### config.mk
export PLATFORM = sky130hd
export DESIGN_NAME = ore_exec
export DESIGN_NICKNAME = d
export VERILOG_FILES = /design/src/rtl/ore_pkg.sv /design/src/rtl/ore_exec.sv
export VERILOG_INCLUDE_DIRS = /design/src /design/src/rtl
export SDC_FILE = /design/constraint.sdc
export NUM_CORES = 1
export LEC_CHECK = 0
export ABC_AREA = 1
export CORE_AREA = 2 2 54 56
export CTS_CLUSTER_DIAMETER = 150
export CTS_CLUSTER_SIZE = 8
export DETAILED_ROUTE_END_ITERATION = 7
export DIE_AREA = 0 0 56 58
export DONT_BUFFER_PORTS = 1
export PLACE_DENSITY = 0.76
export SYNTH_ARGS = -nofsm -noshare
export SYNTH_HDL_FRONTEND = slang
export SYNTH_HIERARCHICAL = 1
export SYNTH_SLANG_ARGS = --single-unit
### constraint.sdc
create_clock -name clk_sys -period 1.6 [get_ports clk_sys]
set_clock_uncertainty 0.2 [all_clocks]
set_input_delay 0.16 -clock clk_sys [delete_from_list [all_inputs] [get_ports clk_sys]]
set_output_delay 0.16 -clock clk_sys [all_outputs]
set_load 0.03 [all_outputs]
### src/rtl/ore_map.svh
`ifndef ORE_MAP_SVH
`define ORE_MAP_SVH
`define ORE_GIE_BIT        0
`define ORE_BYTE_W         8
`define ORE_PC_W           11
`define ORE_ZERO_BYTE      8'h00
`define ORE_IRQ_CTRL_RST   8'h00
`define ORE_ZERO_RST       1'h0
`define ORE_WORK_RST       8'h00
`define ORE_TAKE_RST       1'h0
`define ORE_LSB_BIT        0
`define ORE_KEEP_TOP       6
`define ORE_MSB_BIT        7
`define ORE_PC_RST         11'h000
`define ORE_IRQ_VECTOR     11'h004
`endif

### src/rtl/ore_pkg.sv
package ore_pkg;
  typedef enum logic [2:0] {
    ORE_OP_NONE,
    ORE_OP_OR_IMM,
    ORE_OP_OR_INTO_MEMORY,
    ORE_OP_SUBROUTINE_EXIT,
    ORE_OP_SUBROUTINE_EXIT_WITH_LITERAL,
    ORE_OP_IRQ_EXIT,
    ORE_OP_SHIFT_CIRCULAR_UP
  } ore_op_e;

  typedef struct packed {
    logic [7:0]  work_reg;
    logic        zero_flag;
    logic [7:0]  irq_control_reg;
    logic [10:0] pc;
    logic        irq_take;
  } ore_state_s;
endpackage

### src/rtl/ore_exec.sv
// Function
// - Immediate OR: work register ORed with literal; zero flag updated.
// - OR into memory: byte gets byte OR work register; zero flag updated.
// - Subroutine exit pops return address, fetches from it; flags kept.
// - Literal exit pops address, literal into work register; flags kept.
// - Interrupt exit pops address and sets global irq enable; flags kept.
// - Global interrupt enable is bit 0 of the interrupt control register.
// - Pending interrupt at interrupt exit runs before the return address.
// - Circular up shift of a memory byte, bit 7 into bit 0; flags kept.
`timescale 1ns/10ps
`include "ore_map.svh"
module ore_exec (
  // Clock and reset.
  input  wire logic                 clk_sys,
  input  wire logic                 rst_n,
  // Decoded instruction.
  input  wire logic                 op_valid,
  input  wire ore_pkg::ore_op_e     op_code,
  input  wire logic [7:0]           op_literal,
  // Data memory read side for the addressed byte.
  input  wire logic [7:0]           mem_rdata,
  // Return-address stack.
  input  wire logic [10:0]          stack_top,
  // Interrupt request from the controller.
  input  wire logic                 irq_pending,
  // Data memory write side.
  output logic                      mem_we,
  output logic [7:0]                mem_wdata,
  // Stack pop and fetch redirect.
  output logic                      stack_pop,
  output logic                      pc_load,
  output logic [10:0]               pc_out,
  output logic                      irq_enter,
  // Core state.
  output logic [7:0]                work_reg,
  output logic                      zero_flag,
  output logic [7:0]                irq_control_reg,
  output logic                      global_irq_enable
);
  ore_pkg::ore_state_s st_q;
  ore_pkg::ore_state_s st_d;

  logic                is_or_imm;
  logic                is_or_mem;
  logic                is_sub_exit;
  logic                is_sub_exit_lit;
  logic                is_irq_exit;
  logic                is_shift_up;
  logic                is_any_exit;

  logic [7:0]          or_imm_res;
  logic [7:0]          or_mem_res;
  logic [7:0]          shift_res;
  logic                or_imm_zero;
  logic                or_mem_zero;
  logic                irq_divert;

  // Unknown or idle codes raise no flag at all, so they leave every
  // register except irq_take, which clears, and every strobe untouched.
  always_comb begin
    is_or_imm       = 1'h0;
    is_or_mem       = 1'h0;
    is_sub_exit     = 1'h0;
    is_sub_exit_lit = 1'h0;
    is_irq_exit     = 1'h0;
    is_shift_up     = 1'h0;
    if (op_valid) begin
      case (op_code)
        ore_pkg::ORE_OP_OR_IMM: begin
          is_or_imm = 1'h1;
        end
        ore_pkg::ORE_OP_OR_INTO_MEMORY: begin
          is_or_mem = 1'h1;
        end
        ore_pkg::ORE_OP_SUBROUTINE_EXIT: begin
          is_sub_exit = 1'h1;
        end
        ore_pkg::ORE_OP_SUBROUTINE_EXIT_WITH_LITERAL: begin
          is_sub_exit_lit = 1'h1;
        end
        ore_pkg::ORE_OP_IRQ_EXIT: begin
          is_irq_exit = 1'h1;
        end
        ore_pkg::ORE_OP_SHIFT_CIRCULAR_UP: begin
          is_shift_up = 1'h1;
        end
        default: begin
          is_shift_up = 1'h0;
        end
      endcase
    end
  end

  assign is_any_exit = is_sub_exit | is_sub_exit_lit | is_irq_exit;
  assign irq_divert  = is_irq_exit & irq_pending;

  ore_or_unit #(
    .WIDTH  (`ORE_BYTE_W)
  ) u_or_imm (
    .lhs    (st_q.work_reg),
    .rhs    (op_literal),
    .result (or_imm_res)
  );

  ore_or_unit #(
    .WIDTH  (`ORE_BYTE_W)
  ) u_or_mem (
    .lhs    (mem_rdata),
    .rhs    (st_q.work_reg),
    .result (or_mem_res)
  );

  always_comb begin
    shift_res = {mem_rdata[`ORE_KEEP_TOP:`ORE_LSB_BIT],
                 mem_rdata[`ORE_MSB_BIT]};
  end

  ore_zero_det #(
    .WIDTH   (`ORE_BYTE_W)
  ) u_imm_zero (
    .value   (or_imm_res),
    .is_zero (or_imm_zero)
  );

  ore_zero_det #(
    .WIDTH   (`ORE_BYTE_W)
  ) u_mem_zero (
    .value   (or_mem_res),
    .is_zero (or_mem_zero)
  );

  // Write data stays unregistered: memory takes the byte in the cycle of
  // the instruction itself, so a flop here would cost a whole cycle.
  always_comb begin
    mem_we    = 1'h0;
    mem_wdata = `ORE_ZERO_BYTE;
    if (is_or_mem) begin
      mem_we    = 1'h1;
      mem_wdata = or_mem_res;
    end else if (is_shift_up) begin
      mem_we    = 1'h1;
      mem_wdata = shift_res;
    end
  end

  assign stack_pop = is_any_exit;
  assign pc_load   = is_any_exit;

  always_comb begin
    st_d          = st_q;
    st_d.irq_take = `ORE_TAKE_RST;
    if (is_or_imm) begin
      st_d.work_reg  = or_imm_res;
      st_d.zero_flag = or_imm_zero;
    end
    if (is_or_mem) begin
      st_d.zero_flag = or_mem_zero;
    end
    if (is_sub_exit) begin
      st_d.pc = stack_top;
    end
    if (is_sub_exit_lit) begin
      st_d.pc       = stack_top;
      st_d.work_reg = op_literal;
    end
    if (is_irq_exit) begin
      st_d.irq_control_reg[`ORE_GIE_BIT] = 1'h1;
      // The vector wins over the popped address so the pending routine
      // runs first; the popped address is lost to the caller here, so
      // the controller must push it again on irq_enter.
      if (irq_divert) begin
        st_d.pc       = `ORE_IRQ_VECTOR;
        st_d.irq_take = 1'h1;
      end else begin
        st_d.pc = stack_top;
      end
    end
  end

  always_ff @(posedge clk_sys or negedge rst_n) begin
    if (!rst_n) begin
      st_q.work_reg        <= `ORE_WORK_RST;
      st_q.zero_flag       <= `ORE_ZERO_RST;
      st_q.irq_control_reg <= `ORE_IRQ_CTRL_RST;
      st_q.pc              <= `ORE_PC_RST;
      st_q.irq_take        <= `ORE_TAKE_RST;
    end else begin
      st_q <= st_d;
    end
  end

  assign pc_out            = st_q.pc;
  assign irq_enter         = st_q.irq_take;
  assign work_reg          = st_q.work_reg;
  assign zero_flag         = st_q.zero_flag;
  assign irq_control_reg   = st_q.irq_control_reg;
  assign global_irq_enable = st_q.irq_control_reg[`ORE_GIE_BIT];
endmodule

module ore_or_unit #(
  parameter int WIDTH = `ORE_BYTE_W
) (
  // Operands.
  input  wire logic [WIDTH-1:0] lhs,
  input  wire logic [WIDTH-1:0] rhs,
  // Bitwise OR of both operands.
  output logic      [WIDTH-1:0] result
);
  always_comb begin
    result = lhs | rhs;
  end
endmodule

module ore_zero_det #(
  parameter int WIDTH = `ORE_BYTE_W
) (
  // Value under test.
  input  wire logic [WIDTH-1:0] value,
  // High while every bit of the value is clear.
  output logic                  is_zero
);
  always_comb begin
    is_zero = (value == {WIDTH{1'h0}});
  end
endmodule

# --- After elaboration in Yosys (flattened, before gate mapping) ---
# Index checks and enable logic that the tools add are counted.
# W data, S select, Z words.
totals:
  reg_bits: 22
  input_bits: 34
  output_inout_bits: 41
  wordCells: 45
classes:
  n_eq_ne: 6
  mux: 24
  bitwise: 5
  n_reduce_logical: 5
ops:
  columns: ["operator", "count"]
  rows:
  - ["$mux W11", 3]
  - ["$mux W8", 3]
  - ["$logic_not A8 Y1", 2]
  - ["$mux W1", 16]
  - ["$or A8 B8 Y8", 2]
  - ["$mux W12", 1]
  - ["$eq A3 B3 Y1 const B", 3]
  - ["$mux W9", 1]
  - ["$eq A3 B2 Y1 const B", 2]
  - ["$reduce_bool A2 Y1", 2]
  - ["$eq A3 B1 Y1 const B", 1]
  - ["$reduce_bool A3 Y1", 1]
  - ["$or A1 B1 Y1", 2]
  - ["$and A1 B1 Y1", 1]

# --- Logic depth before layout (Yosys ltp) ---
logic_depth:
  word_depth: 6
  ltp_mapped: 9

# --- Hierarchy ---
# The synthesis kept the hierarchy.
by_module_without_submodules:
  columns: ["module", "n_inst", "cells_per_inst", "area_each_um2"]
  rows:
  - ["ore_exec", 1, 177, 1292.5]
  - ["ore_or_unit", 2, 24, 90.1]
  - ["ore_zero_det", 2, 7, 26.3]

# --- Worst setup path after synthesis ---
# Ideal clock, no wire load.
synth_path:
  kind: "register -> register"
  startpoint: "register, netlist name work_reg[7]"
  endpoint: "register, netlist name zero_flag"
  setup_ns: 0.065
  arrival_ns: 1.076
  required_time_ns: 1.335
  slack_ns: 0.259
  stages_incl_launch_ff: 10
  n_path_buf: 0
  period_less_slack_ns: 1.341
  cell_sequence: "dfrtp_1 inv_1 nand2_1 nor2_1 nand2_1 nor2_1 inv_1 nand3_1 nand3_1 nand2_1"
synth_between:
  elab_chain_cells: 4
  word_cells_on_any_way: 6
  classes_between: "2 x mux; 2 x bitwise; 2 x reduce/logical"
synth_lines:
  columns: ["item", "line", "text"]
  rows:
  - ["$or A8 B8 Y8", "ore_exec.sv:210", "result = lhs | rhs;"]
  - ["named net or_imm_res[7]", "ore_exec.sv:51", "logic [7:0] or_imm_res;"]
  - ["$logic_not A8 Y1", "ore_exec.sv:223", "is_zero = (value == {WIDTH{1'h0}});"]
  - ["named net or_imm_zero", "ore_exec.sv:54", "logic or_imm_zero;"]
  - ["$mux W9", "ore_exec.sv:152", "if (is_or_imm) begin"]
  - ["$mux W1", "ore_exec.sv:156", "if (is_or_mem) begin"]
# The timed path passes the listed nets, and every way through them passes these cells. The select of a mux whose other input is x is not followed.
# A chain may end at the register's enable or synchronous reset.

# --- Final worst setup path ---
layout_path:
  startpoint: "register, netlist name work_reg[3]"
  endpoint: "output port mem_wdata[3]"
layout_between:
  elab_chain_cells: 2
layout_lines:
  columns: ["item", "line", "text"]
  rows:
  - ["$or A8 B8 Y8", "ore_exec.sv:210", null]
  - ["named net or_mem_res[3]", "ore_exec.sv:52", "logic [7:0] or_mem_res;"]
  - ["$mux W8", "ore_exec.sv:137", "if (is_or_mem) begin"]
  - ["end: declaration", "ore_exec.sv:28", "output logic [7:0] mem_wdata,"]
# The timed path passes the listed nets, and every way through them passes these cells.

==> reports/results.tsv <==
metric	value	unit
fin. max-slew vios	0	
max reg flops	11	
violated checks	hold timing	
First-pass DRT Iterations	4	
routed wire length	3790	um
Routed Antenna Nets	0	
crit path kind	reg -> out	
Cell Int Power	1.04	mW
DR vias/cell	5.14	
die area	3250	sq um
dpl cell area	1630	sq um
placer congestion estimate	0.854	
nets	309	
DR vias	1569	
Worst Path Required	1.24	ns
CP max stage cell	dfrtp_1	
max-cap violations	0	
RSZ-0062 raised after global routing	no	
Fillers	224	
post-CTS setup buffer count	0	
Slew @ Worst Pin	1.00	ns
post-synthesis instance area	1530	sq um
startpoint types	flop	
IO Port Bufs	0	
worst hold margin	-0.0293	ns
H-tree depth	1	
DRC	0	
WP buf/inv	1	
Avg Synthesized Cell Area	6.38	sq um
Worst EP arrival	1.14	ns
Congestion Overflow GR	0	
Most common cell on crit path	nand2_1	
Pwr Density	948	nW/um^2
worst-path fanout max	4	
CTS tree	done	
Psw	0.778	mW
TritonCTS Buffers	3	
Starting Density	0.573	
DRT iter0 DRCs	81	
Rows	19	
number of diodes	0	
Syn Inst Count	239	
global-route wire length before repair	6230	um
Rel. slew slack	0.328	
drt wl/cell	12.4	um
Synth Register Bits	22	
Tcrit/Tclk final	0.938	
design area	1920	sq um
Worst-path clk slew	0.12	ns
pre-CTS WS	0.222	ns
synth warn	6	
Clock Sinks	22	
Area Overhead vs Synth	25.8	%
post-synthesis sequential area ratio	0.361	
clk root buf	clkbuf_4	
fin worst setup slack	0.0994	ns
Sw Share	0.427	
DP HPWL	2660	um
latest clock arrival within the worst-skew pair	0.30	ns
Logic pwr share	0.352	
distinct cell type count after synthesis	15	
Worst Setup End Kind	output port	
status	finished with violations	
Clock Power Share	0.171	
crit path cell chain	inv_1, nand2_1, nand2_1, nand2_1	
Tmin final	1.50	ns
LEAKAGE	1.14	nW
HP Class	in -> reg	
Die W	56	um
Bufs on Longest Clock Path	2	
delay-heaviest family, CP	flip-flops	
Post-Route Setup TNS	0	ns
initial antenna violation count	0	
number of global-route vias before repair	1505	
Peak VDD IR	888	uV
Highest Clock Rate	0.666	GHz
Final setup viols	0	
Die Y	58	um
core box area	2660	sq um
largest net degree at the start of global routing	23	
Seq pwr share	0.477	
CP peak stage delay	0.43	ns
GRT Overall Usage	0.243	
layout cells sized above 1	0.117	
io pins	75	
Final Hold Fails	1	
tightest hold or removal path: cells and delay by family:
kind	cells	cell delay, ns
simple gates	4	0.29
per-stage QoR:
step | cells | total power [mW] | utilization
detailed placement | 277 | 1.45 | 0.612
CTS | 303 | 1.83 | 0.709
global placement | 277 | 1.44 | 0.612
finish | 305 | 1.82 | 0.721
global route | 305 | 1.95 | 0.721
floorplan | 245 | 1.30 | -
routing by layer:
metal / share of wire / vias up / GRT usage
met5: 0 / - / 0
met4: 0.0050 / 0 / 0.0714
met3: 0.090 / 2 / 0.0670
met2: 0.52 / 72 / 0.459
met1: 0.39 / 717 / 0.265
li1: - / 778 / -
Yosys cell counts, drive strengths merged:
master / n / area (sq um)
nand2: 78 / 300
inv: 51 / 191
nand3: 48 / 240
dfrtp: 22 / 551
buf: 15 / 105
nor2: 14 / 62.6
nand3b: 8 / 60.1
a21o: 1 / 7.51
clkbuf: 1 / 3.75
conb: 1 / 3.75
power groups by stage:
stage               Combinational [mW]  Sequential (mW)  Clock, mW
floorplan                        0.336            0.960          0
global placement                 0.566            0.877          0
detailed placement               0.577            0.877          0
CTS                              0.633            0.868      0.324
global route                     0.718            0.888      0.344
finish                           0.640            0.869      0.311
repair_timing:
item / in CTS / in global routing
gates resized for setup: 0 / 4
hold endpoints to repair: 43 / 2
hold buffers: 22 / 2
endpoints found under the setup margin: 0 / 14
path summary, 6_finish.rpt:
| check | depth (start not counted) | to | slack (ns) | startpoint |
|---|---|---|---|---|
| worst max-delay path | 4 | mem_wdata[3] | 0.1 | work_reg[3] |
| worst min-delay path | 4 | zero_flag | -0.03 | op_code[2] |
| worst max register to register | 9 | zero_flag | 0.22 | work_reg[3] |
| worst min register to register | 2 | work_reg[6] | 0.40 | work_reg[6] |
| max in group asynchronous | 1 | work_reg[4] | 0.34 | rst_n |
| min in group asynchronous | 1 | zero_flag | 0.25 | rst_n |
final cells by class:
type                       instances  area [sq um]  share of cell area
multi-input combinational        156           709               0.370
sequential                        22           551               0.287
timing repair buffer              41           393               0.205
inverter                          51           191              0.0997
tap                               31          38.8              0.0202
clock buffer                       4          36.3              0.0189
cells by family after synthesis:
group           Yosys count  share of synthesized area
simple gates            148                      0.435
buf+inv                  67                      0.197
flops                    22                      0.361
compound gates            1                    0.00492
other cells               1                    0.00246
layout by cell type (no fill, tap or decap), drive strengths merged:
master and count:
nand2 78, a21o 1, dfrtp 22, inv 51, nand3 48, nand3b 8
conb 7, clkbuf 4, buf 17, dlygate4sd3 24, nor2 14
Power figures use the tool's default switching activity.
